**src/shared/hub_ctrl_pkg.sv**
```systemverilog
// Purpose: Shared constants and types for the hub function endpoint control block.
// Assumes: Registers are 8 bits wide, in the low byte of aligned 32-bit AXI4-Lite words.
// Notes:   The packet engine outside this block moves the bytes; here are only its events.
package hub_ctrl_pkg;

  localparam int          AXI_DW = 32;

  // Byte offsets of the register words.
  localparam logic [4:0]  OFS_ADDR_EN   = 5'h00;
  localparam logic [4:0]  OFS_EP0_FLAGS = 5'h04;
  localparam logic [4:0]  OFS_EP0_CTRL  = 5'h08;
  localparam logic [4:0]  OFS_EP1_CTRL  = 5'h0c;
  localparam logic [4:0]  OFS_EP0_STAT  = 5'h10;

  // Address and enable register.
  localparam int          B_MOD_EN      = 7;
  // Endpoint 0 interrupt flags register.
  localparam int          B_TX_FLAG     = 7;
  localparam int          B_RX_FLAG     = 6;
  localparam int          B_TX_IE       = 3;
  localparam int          B_RX_IE       = 2;
  localparam int          B_TX_CLR      = 1;
  localparam int          B_RX_CLR      = 0;
  // Endpoint 0 control register; bits 3:0 hold the transmit size.
  localparam int          B_TX_TOGGLE   = 7;
  localparam int          B_EP0_STALL   = 6;
  localparam int          B_TX_EN       = 5;
  localparam int          B_RX_EN       = 4;
  // Endpoint 1 register; bits 5:0 hold the change bitmap.
  localparam int          B_EP1_STALL   = 7;
  localparam int          B_REPORT_RDY  = 6;
  // Endpoint 0 status register; bits 3:0 hold the received size.
  localparam int          B_RX_TOGGLE   = 7;
  localparam int          B_SETUP_SEEN  = 6;
  localparam int          B_TX_FIRST    = 5;
  localparam int          B_TX_FIRST_CLR = 4;

  localparam logic [7:0]  RST_BYTE      = 8'h00;
  localparam logic [1:0]  RESP_OKAY     = 2'h0;
  localparam logic [1:0]  RESP_SLVERR   = 2'h2;
  localparam logic [3:0]  EP0           = 4'h0;
  localparam logic [3:0]  EP1           = 4'h1;
  localparam logic [3:0]  EP1_REPORT_LEN = 4'h1;

  typedef enum logic [1:0] {
    TOK_OUT   = 2'h0,
    TOK_IN    = 2'h1,
    TOK_SETUP = 2'h2
  } token_kind_t;

  typedef enum logic [2:0] {
    ANS_NONE   = 3'h0,
    ANS_NAK    = 3'h1,
    ANS_STALL  = 3'h2,
    ANS_SEND   = 3'h3,
    ANS_ACCEPT = 3'h4
  } answer_kind_t;

  typedef struct packed {
    logic        valid;
    token_kind_t kind;
    logic [6:0]  addr;
    logic [3:0]  ep;
  } token_t;

  typedef struct packed {
    logic       valid;
    logic       data1;
    logic [3:0] count;
  } rx_done_t;

  typedef struct packed {
    logic         valid;
    answer_kind_t kind;
    logic         data1;
    logic [3:0]   size;
    logic [7:0]   payload;
  } answer_t;

endpackage : hub_ctrl_pkg

```
**src/rtl/hub_function_ctrl.sv**
```systemverilog
// Purpose: Hub function control: enable, address, endpoint 0 and endpoint 1 decisions.
// Assumes: A packet engine delivers decoded tokens and end-of-transfer events on aclk.
// Notes:   Overview of operation follows.
`timescale 1ns/1ps
module hub_function_ctrl
  import hub_ctrl_pkg::*;
#(
  parameter int AXI_AW = 5
)
(
  input  wire logic                      aclk,
  input  wire logic                      aresetn,
  input  wire logic                      por_n,
  input  wire logic [AXI_AW-1:0]         s_axi_awaddr,
  input  wire logic                      s_axi_awvalid,
  output      logic                      s_axi_awready,
  input  wire logic [hub_ctrl_pkg::AXI_DW-1:0] s_axi_wdata,
  input  wire logic [3:0]                s_axi_wstrb,
  input  wire logic                      s_axi_wvalid,
  output      logic                      s_axi_wready,
  output      logic [1:0]                s_axi_bresp,
  output      logic                      s_axi_bvalid,
  input  wire logic                      s_axi_bready,
  input  wire logic [AXI_AW-1:0]         s_axi_araddr,
  input  wire logic                      s_axi_arvalid,
  output      logic                      s_axi_arready,
  output      logic [hub_ctrl_pkg::AXI_DW-1:0] s_axi_rdata,
  output      logic [1:0]                s_axi_rresp,
  output      logic                      s_axi_rvalid,
  input  wire logic                      s_axi_rready,
  input  wire hub_ctrl_pkg::token_t      token,
  input  wire logic                      ep0_in_acked,
  input  wire hub_ctrl_pkg::rx_done_t    ep0_rx_done,
  output      hub_ctrl_pkg::answer_t     answer,
  output      logic                      regulated_output,
  output      logic                      transceiver_en,
  output      logic                      irq
);
  import hub_ctrl_pkg::*;

  // The register map needs five address bits; a narrower bus cannot reach the status word.
  if (AXI_AW < 5)
  begin : g_aw_check
    $error("AXI_AW must be at least 5");
  end

  typedef enum logic [1:0] {
    WR_IDLE = 2'b01,
    WR_RESP = 2'b10
  } wr_state_t;

  // Register index of a byte address; 3'h7 marks an unmapped address.
  function automatic logic [2:0] reg_index(input logic [AXI_AW-1:0] a);
    logic [4:0] ofs;
    ofs = a[4:0];
    if ((a >> 5) != '0 || a[1:0] != 2'h0)
    begin
      reg_index = 3'h7;
    end
    else
    begin
      case (ofs)
        OFS_ADDR_EN:   reg_index = 3'h0;
        OFS_EP0_FLAGS: reg_index = 3'h1;
        OFS_EP0_CTRL:  reg_index = 3'h2;
        OFS_EP1_CTRL:  reg_index = 3'h3;
        OFS_EP0_STAT:  reg_index = 3'h4;
        default:       reg_index = 3'h7;
      endcase
    end
  endfunction : reg_index

  wr_state_t             wr_state_q;
  logic                  have_aw_q;
  logic                  have_w_q;
  logic [AXI_AW-1:0]     awaddr_q;
  logic [7:0]            wbyte_q;
  logic                  wlane_q;
  logic [1:0]            bresp_q;
  logic                  rvalid_q;
  logic [AXI_DW-1:0]     rdata_q;
  logic [1:0]            rresp_q;

  logic                  mod_en_q;
  logic [6:0]            func_addr_q;
  logic                  tx_flag_q;
  logic                  rx_flag_q;
  logic                  tx_ie_q;
  logic                  rx_ie_q;
  logic                  tx_toggle_q;
  logic                  ep0_stall_q;
  logic                  tx_en_q;
  logic                  rx_en_q;
  logic [3:0]            tx_size_q;
  logic                  ep1_stall_q;
  logic                  report_rdy_q;
  logic [5:0]            change_bitmap_q;
  logic                  rx_toggle_q;
  logic                  setup_seen_q;
  logic                  tx_first_q;
  logic [3:0]            rx_size_q;
  answer_t               answer_q;

  // Write channel decode.
  wire        wr_do    = (wr_state_q == WR_IDLE) && have_aw_q && have_w_q;
  wire [2:0]  wr_idx   = reg_index(awaddr_q);
  wire        wr_hit   = wr_do && wlane_q;
  wire        wr_addr  = wr_hit && (wr_idx == 3'h0);
  wire        wr_flags = wr_hit && (wr_idx == 3'h1);
  wire        wr_ctrl0 = wr_hit && (wr_idx == 3'h2);
  wire        wr_ctrl1 = wr_hit && (wr_idx == 3'h3);
  wire        wr_stat  = wr_hit && (wr_idx == 3'h4);
  wire        aw_take  = s_axi_awvalid && s_axi_awready;
  wire        w_take   = s_axi_wvalid && s_axi_wready;

  assign s_axi_awready = (wr_state_q == WR_IDLE) && !have_aw_q;
  assign s_axi_wready  = (wr_state_q == WR_IDLE) && !have_w_q;
  assign s_axi_bvalid  = (wr_state_q == WR_RESP);
  assign s_axi_bresp   = bresp_q;

  // Address and data may come in either order; each is held until both are here.
  always_ff @(posedge aclk)
  begin
    if (!aresetn)
    begin
      wr_state_q <= WR_IDLE;
      have_aw_q  <= 1'b0;
      have_w_q   <= 1'b0;
      awaddr_q   <= '0;
      wbyte_q    <= RST_BYTE;
      wlane_q    <= 1'b0;
      bresp_q    <= RESP_OKAY;
    end
    else
    begin
      case (wr_state_q)
        WR_IDLE:
        begin
          if (aw_take)
          begin
            have_aw_q <= 1'b1;
            awaddr_q  <= s_axi_awaddr;
          end
          if (w_take)
          begin
            have_w_q <= 1'b1;
            wbyte_q  <= s_axi_wdata[7:0];
            wlane_q  <= s_axi_wstrb[0];
          end
          if (wr_do)
          begin
            wr_state_q <= WR_RESP;
            bresp_q    <= (wr_idx == 3'h7) ? RESP_SLVERR : RESP_OKAY;
          end
        end
        WR_RESP:
        begin
          if (s_axi_bready)
          begin
            wr_state_q <= WR_IDLE;
            have_aw_q  <= 1'b0;
            have_w_q   <= 1'b0;
          end
        end
        default:
        begin
          wr_state_q <= WR_IDLE;
        end
      endcase
    end
  end

  // Read channel: one read at a time, data one cycle after the address is taken.
  wire        ar_take = s_axi_arvalid && s_axi_arready;
  wire [2:0]  rd_idx  = reg_index(s_axi_araddr);
  logic [7:0] rd_byte;

  always_comb
  begin
    case (rd_idx)
      3'h0:    rd_byte = {mod_en_q, func_addr_q};
      3'h1:    rd_byte = {tx_flag_q, rx_flag_q, 2'b00, tx_ie_q, rx_ie_q, 2'b00};
      3'h2:    rd_byte = {tx_toggle_q, ep0_stall_q, tx_en_q, rx_en_q, tx_size_q};
      3'h3:    rd_byte = {ep1_stall_q, report_rdy_q, change_bitmap_q};
      3'h4:    rd_byte = {rx_toggle_q, setup_seen_q, tx_first_q, 1'b0, rx_size_q};
      default: rd_byte = RST_BYTE;
    endcase
  end

  assign s_axi_arready = !rvalid_q;
  assign s_axi_rvalid  = rvalid_q;
  assign s_axi_rdata   = rdata_q;
  assign s_axi_rresp   = rresp_q;

  always_ff @(posedge aclk)
  begin
    if (!aresetn)
    begin
      rvalid_q <= 1'b0;
      rdata_q  <= '0;
      rresp_q  <= RESP_OKAY;
    end
    else if (ar_take)
    begin
      rvalid_q <= 1'b1;
      rdata_q  <= {{(AXI_DW-8){1'b0}}, rd_byte};
      rresp_q  <= (rd_idx == 3'h7) ? RESP_SLVERR : RESP_OKAY;
    end
    else if (s_axi_rready)
    begin
      rvalid_q <= 1'b0;
    end
  end

  // Token decode toward the hub function.
  wire tok_hit   = token.valid && mod_en_q && (token.addr == func_addr_q);
  wire tok_ep0   = tok_hit && (token.ep == EP0);
  wire tok_ep1   = tok_hit && (token.ep == EP1);
  wire tok_setup = tok_ep0 && (token.kind == TOK_SETUP);
  wire in_busy   = !tx_en_q || tx_flag_q;
  wire out_busy  = !rx_en_q || rx_flag_q;
  wire tx_set    = mod_en_q && ep0_in_acked;
  wire rx_set    = mod_en_q && ep0_rx_done.valid;

  answer_t ans_d;

  always_comb
  begin
    ans_d = '0;
    ans_d.data1 = tx_toggle_q;
    if (tok_setup)
    begin
      ans_d.valid = 1'b1;
      ans_d.kind  = ANS_ACCEPT;
    end
    else if (tok_ep0)
    begin
      ans_d.valid = 1'b1;
      if (ep0_stall_q)
      begin
        ans_d.kind = ANS_STALL;
      end
      else if (token.kind == TOK_IN)
      begin
        ans_d.kind = in_busy ? ANS_NAK : ANS_SEND;
        ans_d.size = tx_size_q;
      end
      else
      begin
        ans_d.kind = out_busy ? ANS_NAK : ANS_ACCEPT;
      end
    end
    else if (tok_ep1)
    begin
      ans_d.valid = 1'b1;
      if (ep1_stall_q || token.kind != TOK_IN)
      begin
        ans_d.kind = ANS_STALL;
      end
      else if (!report_rdy_q)
      begin
        ans_d.kind = ANS_NAK;
      end
      else
      begin
        ans_d.kind    = ANS_SEND;
        ans_d.size    = EP1_REPORT_LEN;
        ans_d.payload = {2'b00, change_bitmap_q};
      end
    end
    else
    begin
      ans_d.data1 = 1'b0;
    end
  end

  always_ff @(posedge aclk)
  begin
    if (!aresetn)
    begin
      answer_q <= '0;
    end
    else
    begin
      answer_q <= ans_d;
    end
  end

  assign answer = answer_q;

  // Module enable: set by software, cleared only at power-on.
  always_ff @(posedge aclk)
  begin
    if (!por_n)
    begin
      mod_en_q <= 1'b0;
    end
    else if (wr_addr && wbyte_q[B_MOD_EN])
    begin
      mod_en_q <= 1'b1;
    end
  end

  assign regulated_output = mod_en_q;
  assign transceiver_en   = mod_en_q;

  // Flags: a hardware set in the same cycle as a software clear wins.
  always_ff @(posedge aclk)
  begin
    if (!aresetn)
    begin
      func_addr_q <= '0;
      tx_flag_q   <= 1'b0;
      rx_flag_q   <= 1'b0;
      tx_ie_q     <= 1'b0;
      rx_ie_q     <= 1'b0;
      tx_first_q  <= 1'b0;
    end
    else
    begin
      if (wr_addr)
      begin
        func_addr_q <= wbyte_q[6:0];
      end
      if (wr_flags)
      begin
        tx_ie_q <= wbyte_q[B_TX_IE];
        rx_ie_q <= wbyte_q[B_RX_IE];
      end
      if (tx_set)
      begin
        tx_flag_q <= 1'b1;
      end
      else if (wr_flags && wbyte_q[B_TX_CLR])
      begin
        tx_flag_q <= 1'b0;
      end
      if (rx_set)
      begin
        rx_flag_q <= 1'b1;
      end
      else if (wr_flags && wbyte_q[B_RX_CLR])
      begin
        rx_flag_q <= 1'b0;
      end
      if (rx_set && tx_flag_q)
      begin
        tx_first_q <= 1'b1;
      end
      else if (wr_stat && wbyte_q[B_TX_FIRST_CLR])
      begin
        tx_first_q <= 1'b0;
      end
    end
  end

  // Control registers of both endpoints.
  always_ff @(posedge aclk)
  begin
    if (!aresetn)
    begin
      tx_toggle_q     <= 1'b0;
      ep0_stall_q     <= 1'b0;
      tx_en_q         <= 1'b0;
      rx_en_q         <= 1'b0;
      tx_size_q       <= '0;
      ep1_stall_q     <= 1'b0;
      report_rdy_q    <= 1'b0;
      change_bitmap_q <= '0;
    end
    else
    begin
      if (wr_ctrl0)
      begin
        tx_toggle_q <= wbyte_q[B_TX_TOGGLE];
        ep0_stall_q <= wbyte_q[B_EP0_STALL];
        tx_en_q     <= wbyte_q[B_TX_EN];
        rx_en_q     <= wbyte_q[B_RX_EN];
        tx_size_q   <= wbyte_q[3:0];
      end
      // A SETUP clears the stall even against a software write in the same cycle.
      if (tok_setup)
      begin
        ep0_stall_q <= 1'b0;
      end
      if (wr_ctrl1)
      begin
        ep1_stall_q     <= wbyte_q[B_EP1_STALL];
        report_rdy_q    <= wbyte_q[B_REPORT_RDY];
        change_bitmap_q <= wbyte_q[5:0];
      end
    end
  end

  // Reception status; the received size deliberately survives reset.
  always_ff @(posedge aclk)
  begin
    if (!aresetn)
    begin
      rx_toggle_q  <= 1'b0;
      setup_seen_q <= 1'b0;
    end
    else
    begin
      if (rx_set)
      begin
        rx_toggle_q <= ep0_rx_done.data1;
      end
      if (tok_ep0)
      begin
        setup_seen_q <= tok_setup;
      end
    end
  end

  always_ff @(posedge aclk)
  begin
    if (rx_set)
    begin
      rx_size_q <= ep0_rx_done.count;
    end
  end

  assign irq = (tx_flag_q && tx_ie_q) || (rx_flag_q && rx_ie_q);

endmodule : hub_function_ctrl

```
**config.mk**
```make
export PLATFORM = sky130hd
export DESIGN_NAME = hub_function_ctrl
export DESIGN_NICKNAME = d
export VERILOG_FILES = /design/src/shared/hub_ctrl_pkg.sv /design/src/rtl/hub_function_ctrl.sv
export SDC_FILE = /design/constraint.sdc
export NUM_CORES = 1
export LEC_CHECK = 0
export BUFFER_PORTS_ARGS = -buffer_cell sky130_fd_sc_hd__clkbuf_2
export CAP_MARGIN = 20
export CORE_ASPECT_RATIO = 1.75
export CORE_MARGIN = 1
export CORE_UTILIZATION = 35
export CTS_CLUSTER_DIAMETER = 30
export CTS_CLUSTER_SIZE = 30
export DETAILED_ROUTE_END_ITERATION = 10
export GPL_TIMING_DRIVEN = 0
export PLACE_DENSITY_LB_ADDON = 0.25
export SLEW_MARGIN = 10
export SYNTH_ARGS = -nofsm -noshare
export SYNTH_HDL_FRONTEND = slang
export SYNTH_SLANG_ARGS = --single-unit
```
**constraint.sdc**
```tcl
create_clock -name aclk -period 1.9 [get_ports aclk]
set_input_delay 0 -clock aclk [delete_from_list [all_inputs] [get_ports aclk]]
set_output_delay 0 -clock aclk [all_outputs]
set_load 0.01 [all_outputs]
```
==> results of run 1 <==
[routing by layer]
layer	GRT usage	vias to the layer above	part of all wire
met5	0	-	0
met4	0.127	0	0.056
met3	0.0307	30	0.049
met2	0.316	104	0.54
met1	0.178	1346	0.36
li1	-	1504	-
[cell families after synthesis]
| kind of cell | synth area share |
|---|---|
| compound gates | 0.0945 |
| other cells | 0.00103 |
| simple gates | 0.219 |
| xor+xnor | 0.0169 |
| buf+inv | 0.102 |
| flops | 0.447 |
| mux | 0.120 |
[how the worst min path moves through the flow]
| stage | end |
|---|---|
| 5_1_grt | wr_state_q[1] |
| 3_5_place_dp | rx_size_q[3] |
| 2_1_floorplan | rx_size_q[0] |
| 4_1_cts | wr_state_q[1] |
| 6_report | wr_state_q[1] |
| 3_3_place_gp | rx_size_q[2] |
[timing repair]
action                     in CTS  in global routing
setup buffers                   0                  0
hold endpoints to repair       23                  0
setup endpoints to repair       0                  8
gates resized for setup         0                  1
hold buffers                   24                  0
[sequential cells by signal (all words and copies together), names as in the netlist, 2 cells and up]
| signal | count |
|---|---|
| answer | 15 |
| s_axi_rdata | 8 |
| wbyte_q | 8 |
| func_addr_q | 7 |
| change_bitmap_q | 6 |
| awaddr_q | 5 |
| rx_size_q | 4 |
| tx_size_q | 4 |
| wr_state_q | 2 |
[power by group through the flow]
| stage | clock (mW) | combinational [mW] | sequential, mW |
|---|---|---|---|
| after floorplan | 0 | 0.236 | 1.79 |
| after global placement | 0 | 0.347 | 1.80 |
| after detailed placement | 0 | 0.353 | 1.80 |
| after CTS | 1.80 | 0.393 | 1.77 |
| after global routing | 1.89 | 0.438 | 1.77 |
| final | 1.77 | 0.393 | 1.77 |
[stage by stage]
stage	hold slack (ns)	power [mW]	setup WS, ns
after global placement	0.183	2.15	0.0934
after CTS	0.0154	3.96	0.0595
after floorplan	0.0989	2.03	0.387
final	0.0244	3.93	0.138
after global routing	0.0315	4.10	0.0236
after detailed placement	0.179	2.16	0.0728
[layout make-up]
type                    instances  share of cell area
clock buffers                  11              0.0483
inverters                      16              0.0125
clock inverters                 4              0.0150
plain buffers                  47              0.0641
flip-flops and latches         79               0.336
well taps                     125              0.0324
repair buffers                101               0.130
multi-input cells             258               0.362
[synthesized netlist by cell type (all sizes together) (3+ instances only)]
| cell | n | area [um2] |
|---|---|---|
| a22oi | 3 | 22.5 |
| clkbuf | 11 | 41.3 |
| nand3 | 10 | 50.1 |
| nor2 | 12 | 45.0 |
| nor3 | 15 | 115 |
| a221oi | 4 | 35.0 |
| inv | 16 | 60.1 |
| dfxtp | 75 | 1500 |
| and3 | 3 | 18.8 |
| nor3b | 5 | 42.5 |
| mux4 | 4 | 90.1 |
| o21ai | 18 | 90.1 |
| edfxtp | 4 | 120 |
| xor2 | 7 | 61.3 |
| buf | 36 | 268 |
| nand4 | 5 | 43.8 |
| mux2i | 33 | 330 |
| nand2 | 33 | 124 |
| nand2b | 4 | 25.0 |
| nor2b | 35 | 219 |
| a21boi | 14 | 105 |
| a21oi | 5 | 25.0 |
[worst max-delay path, delay by kind of cell, from the launching register on]
family,cells,cell delay [ns]
buffers and inverters,1,0.23
flip-flops,1,0.51
AND/OR/NAND/NOR,4,0.95
==> impl_metrics.yaml, run 1 <==
status:
  status: "complete, no violations"
critical_path:
  r2r-end: "answer[1]"
  cp.required_ns: 2.15
  slowest_stage: "dfxtp_1"
  r2r_slack_ns: 0.14
  path_cells: "nand2_1, nor4_2, nand4_2, buf_6, nor3_2"
  cp_max_fo: 10
  reg2reg_from: "regulated_output"
  crit_type: "flip-flop to flip-flop"
  arrival_ns: 2.01
  cp-endpoint: "answer[1]"
  crit_start: "regulated_output"
  cp_slowest_stage_delay_ns: 0.51
  cp-end-kind: "flip-flop"
  worst_setup_path_start_kind: "flip-flop"
  r2r_cells: 5
synth:
  avgSynthCellArea_um2: 9.73
  synth_cell_type_count: 42
  ys_seq_area_frac: 0.447
  yosys_warnings: 0
  syn-cell-area_mm2: 0.00363
  synth_edf_count: 4
  synth_flop_cell: "dfxtp_1"
  synthCells: 373
  ys_ff_latch: 79
  async_reset_ff_frac: 0
pwr:
  pwr-share-clk: 0.450
  share_seq_of_total_power: 0.450
  intPower_mw: 3.06
  peakVddDrop_uv: 492
  p_leak_nw: 2.16
  power_density_mw_per_mm2: 814
  swShare: 0.221
  p_comb_frac: 0.100
  p_sw_uw: 868
cts:
  clk_pin_slew_ns: 0.06
  cts_buffer_depth: 2
  cts_tree: "built"
  cts_max_level: 3
  worst_skew_pair.late_latency_ns: 0.33
  numCtsBuffers: 9
  clockRootBuffer: "clkbuf_16"
  cts_sinks: 79
timing:
  setup_violations: 0
  relSlewSlack: 0.399
  hold_viol_final: 0
  fmax_ghz: 0.567
  worst_slew_pin_slew_ns: 0.894
  timing.final.crit_share: 0.927
  fin_worst_skew_ns: 0.00609
  finalCriticalPeriod_ns: 1.76
  grt_setup_unrepaired: "no"
  final_max_slew_viol_count: 0
  fin_setup_tns_ns: 0
die:
  die_x_um: 79.0
  rows: 48
  die_y_um: 137
  num_io_pins: 136
  core_mm2: 0.00997
  start_util: 0.364
  die_area_mm2: 0.0108
layout:
  nets: 587
  fillCellCount: 1017
  postLayoutCellArea_mm2: 0.00482
  drive_gt1_frac: 0.283
  fin_util: 0.484
  antenna_cells: 0
  multi_input_area_mm2: 0.00174
  area_growth_pct: 32.9
  mostFrequentLayoutCells: "clkbuf_2 (77), dfxtp_1 (75), nor2b_1 (35)"
  instances_no_fill: 641
  layout_commonest_cell: "clkbuf_2"
  seqCellArea_mm2: 0.00162
global_route:
  grt_pass1_wl_um: 14100
  antenna_found_initial: 0
  overflow: 0
  grt_max_degree: 14
  grtUsageTotal: 0.175
  grt_pass1_vias: 2845
detailed_routing:
  num_vias: 2984
  first_pass_iters: 4
  vias_per_cell: 4.66
  antenna_left: 0
  drc: 0
  drtIter0Drc: 132
  drt-wirelength-per-cell_um: 13.9
  drt-total-wl_um: 8880
placement:
  io_buffers: 77
  place_congestion: 0.836
  hpwl_um: 7090
  post-place-cells: 602
  placed_cell_area_mm2: 0.00427
min_path:
  holdPathStages: 3
  hold_class: "input port to flip-flop"
  min_from: "s_axi_bready"
flow_run:
  max_cap_violations: 0
Note: power is estimated with default switching activity, not from simulation.
==> inputs of run 2 (changes only) <==
BUFFER_PORTS_ARGS = not set   (was -buffer_cell sky130_fd_sc_hd__clkbuf_2)
CELL_PAD_IN_SITES_DETAIL_PLACEMENT = 0   (was not set)
CELL_PAD_IN_SITES_GLOBAL_PLACEMENT = 2   (was not set)
CORE_UTILIZATION = 33   (was 35)
DONT_BUFFER_PORTS = 1   (was not set)
clock period = 1.62 ns   (was 1.9 ns; I/O delays follow)
==> run 2 against run 1 <==
  * Register-to-register slack lost 0.11 ns
  * Setup slack worse by 0.11 ns
  * Critical path type unchanged
  * Cell area decreased by 1.5%
  * Sequential cell count is the same
  * Combinational power is 5% higher
  * Total power up 16%
==> impl_metrics.yaml, run 2 (synthesis gave the netlist of run 1 again) <==
status:
  status: "complete, no violations"
placement:
  place_congestion: 0.753
  dp_slack_ns: -0.283
  hpwl_um: 7200
  io_buffers: 0
global_route:
  overflow: 0
  grt_pass1_wl_um: 14300
  grt_pass1_vias: 2710
  grtUsageTotal: 0.173
  antenna_found_initial: 0
  grt_max_degree: 16
critical_path:
  cp_num_buf_inv: 1
  r2r_slack_ns: 0.03
  cp_slowest_stage_delay_ns: 0.38
  path_cells: "xor2_2, nor4_4, nand4_4, buf_4, a211oi_1"
  r2r-end: "answer[8]"
  cp-endpoint: "answer[8]"
  crit_start: "func_addr_q[2]"
  worst_setup_path_start_kind: "flip-flop"
  cp.required_ns: 1.87
  cp-end-kind: "flip-flop"
  reg2reg_from: "func_addr_q[2]"
  cp_max_fo: 7
  r2r_cells: 5
  crit_type: "flip-flop to flip-flop"
  crit_family: "simple AND/OR/NAND/NOR gates"
  slowest_stage: "nor4_4"
  cp.depth: 5
  arrival_ns: 1.85
layout:
  largest_reg_flops: 15
  multi_input_area_mm2: 0.00184
  seqCellArea_mm2: 0.00164
  fillCellCount: 1066
  area_growth_pct: 30.9
  mostFrequentLayoutCells: "dfxtp_1 (67), buf_4 (39), nor2b_1 (35)"
  antenna_cells: 0
  fin_util: 0.444
  drive_gt1_frac: 0.211
  layout_commonest_cell: "dfxtp_1"
  nets: 529
flow_run:
  max_cap_violations: 0
timing:
  relSlewSlack: 0.447
  whs_ns: 0.0158
  timing.final.crit_share: 0.982
  final_max_slew_viol_count: 0
  timing.final.ws_setup_ns: 0.0291
  hold_viol_final: 0
  grt_setup_unrepaired: "yes"
  finalCriticalPeriod_ns: 1.59
  fin_worst_skew_ns: 0.0102
  setup_violations: 0
  worst_slew_pin_slew_ns: 0.824
  fmax_ghz: 0.629
pwr:
  power_mw: 4.56
  power_density_mw_per_mm2: 960
  p_leak_nw: 1.97
  peakVddDrop_uv: 694
die:
  start_util: 0.339
  num_io_pins: 136
  core_mm2: 0.0107
  die_y_um: 141
  rows: 50
  die_area_mm2: 0.0114
  die_x_um: 81.3
detailed_routing:
  first_pass_iters: 4
  vias_per_cell: 4.63
  antenna_left: 0
  num_vias: 2730
  drt-wirelength-per-cell_um: 15.9
  drtIter0Drc: 84
  drt-total-wl_um: 9370
  drc: 0
cts:
  cts_buffer_depth: 2
  cts_sinks: 79
  cts_max_level: 3
  cts_tree: "built"
  worst_skew_pair.late_latency_ns: 0.34
  clockRootBuffer: "clkbuf_16"
  clk_pin_slew_ns: 0.06
  numCtsBuffers: 9
min_path:
  hold_class: "input port to flip-flop"
run 2: report_power, final:
group,switching (mW),total [mW],leakage (nW),internal (mW)
clock network,0.858,2.07,0.143,1.21
registers,0.0735,2.08,0.649,2.01
logic,0.202,0.411,1.18,0.209
run 2: repair_timing:
| item | 4_1_cts | 5_1_grt |
|---|---|---|
| cloned | 0 | 1 |
| buffers inserted | 2 | 8 |
| resized for setup | 5 | 27 |
| setup endpoints to repair | 17 | 43 |
| hold buffers | 32 | 0 |
| endpoints found under the hold margin | 39 | 0 |
| pin swaps | 3 | 9 |
run 2: per-layer routing:
layer  track usage  wire length (um)
met5             0                 0
met1         0.175              3390
met3        0.0291               417
met2         0.314              5150
met4         0.109               408
run 2: cell type report:
type / count / share of cell area
multi-input combinational: 258 / 0.387
sequential: 79 / 0.346
timing repair buffer: 43 / 0.0885
buffer: 47 / 0.0680
clock buffer: 9 / 0.0474
tap: 130 / 0.0342
clock inverter: 7 / 0.0169
inverter: 16 / 0.0126
run 2: worst min-delay path: stages:
cell and delay, ns:
o21ai_0 0.10, nand3_1 0.09, o211a_1 0.12
run 2: worst min-delay path by stage:
stage               startpoint              to  slack, ns  depth (start not counted)
2_1_floorplan   ep0_rx_done[0]    rx_size_q[0]        0.1                          0
3_3_place_gp    ep0_rx_done[2]    rx_size_q[2]        0.1                          0
3_5_place_dp    ep0_rx_done[2]    rx_size_q[2]        0.1                          0
4_1_cts        s_axi_araddr[4]  s_axi_rresp[1]      0.006                          3
5_1_grt              token[12]      answer[15]       0.02                          3
6_report       s_axi_araddr[4]  s_axi_rresp[1]       0.02                          3
run 2: per-stage QoR:
stage	instance area (um2)	std cells	TNS, ns
3_3_place_gp	3890	530	-3.16
2_1_floorplan	3730	400	0
4_1_cts	4570	580	-0.0138
5_1_grt	4750	589	-0.197
3_5_place_dp	3890	530	-3.39
6_report	4750	589	0
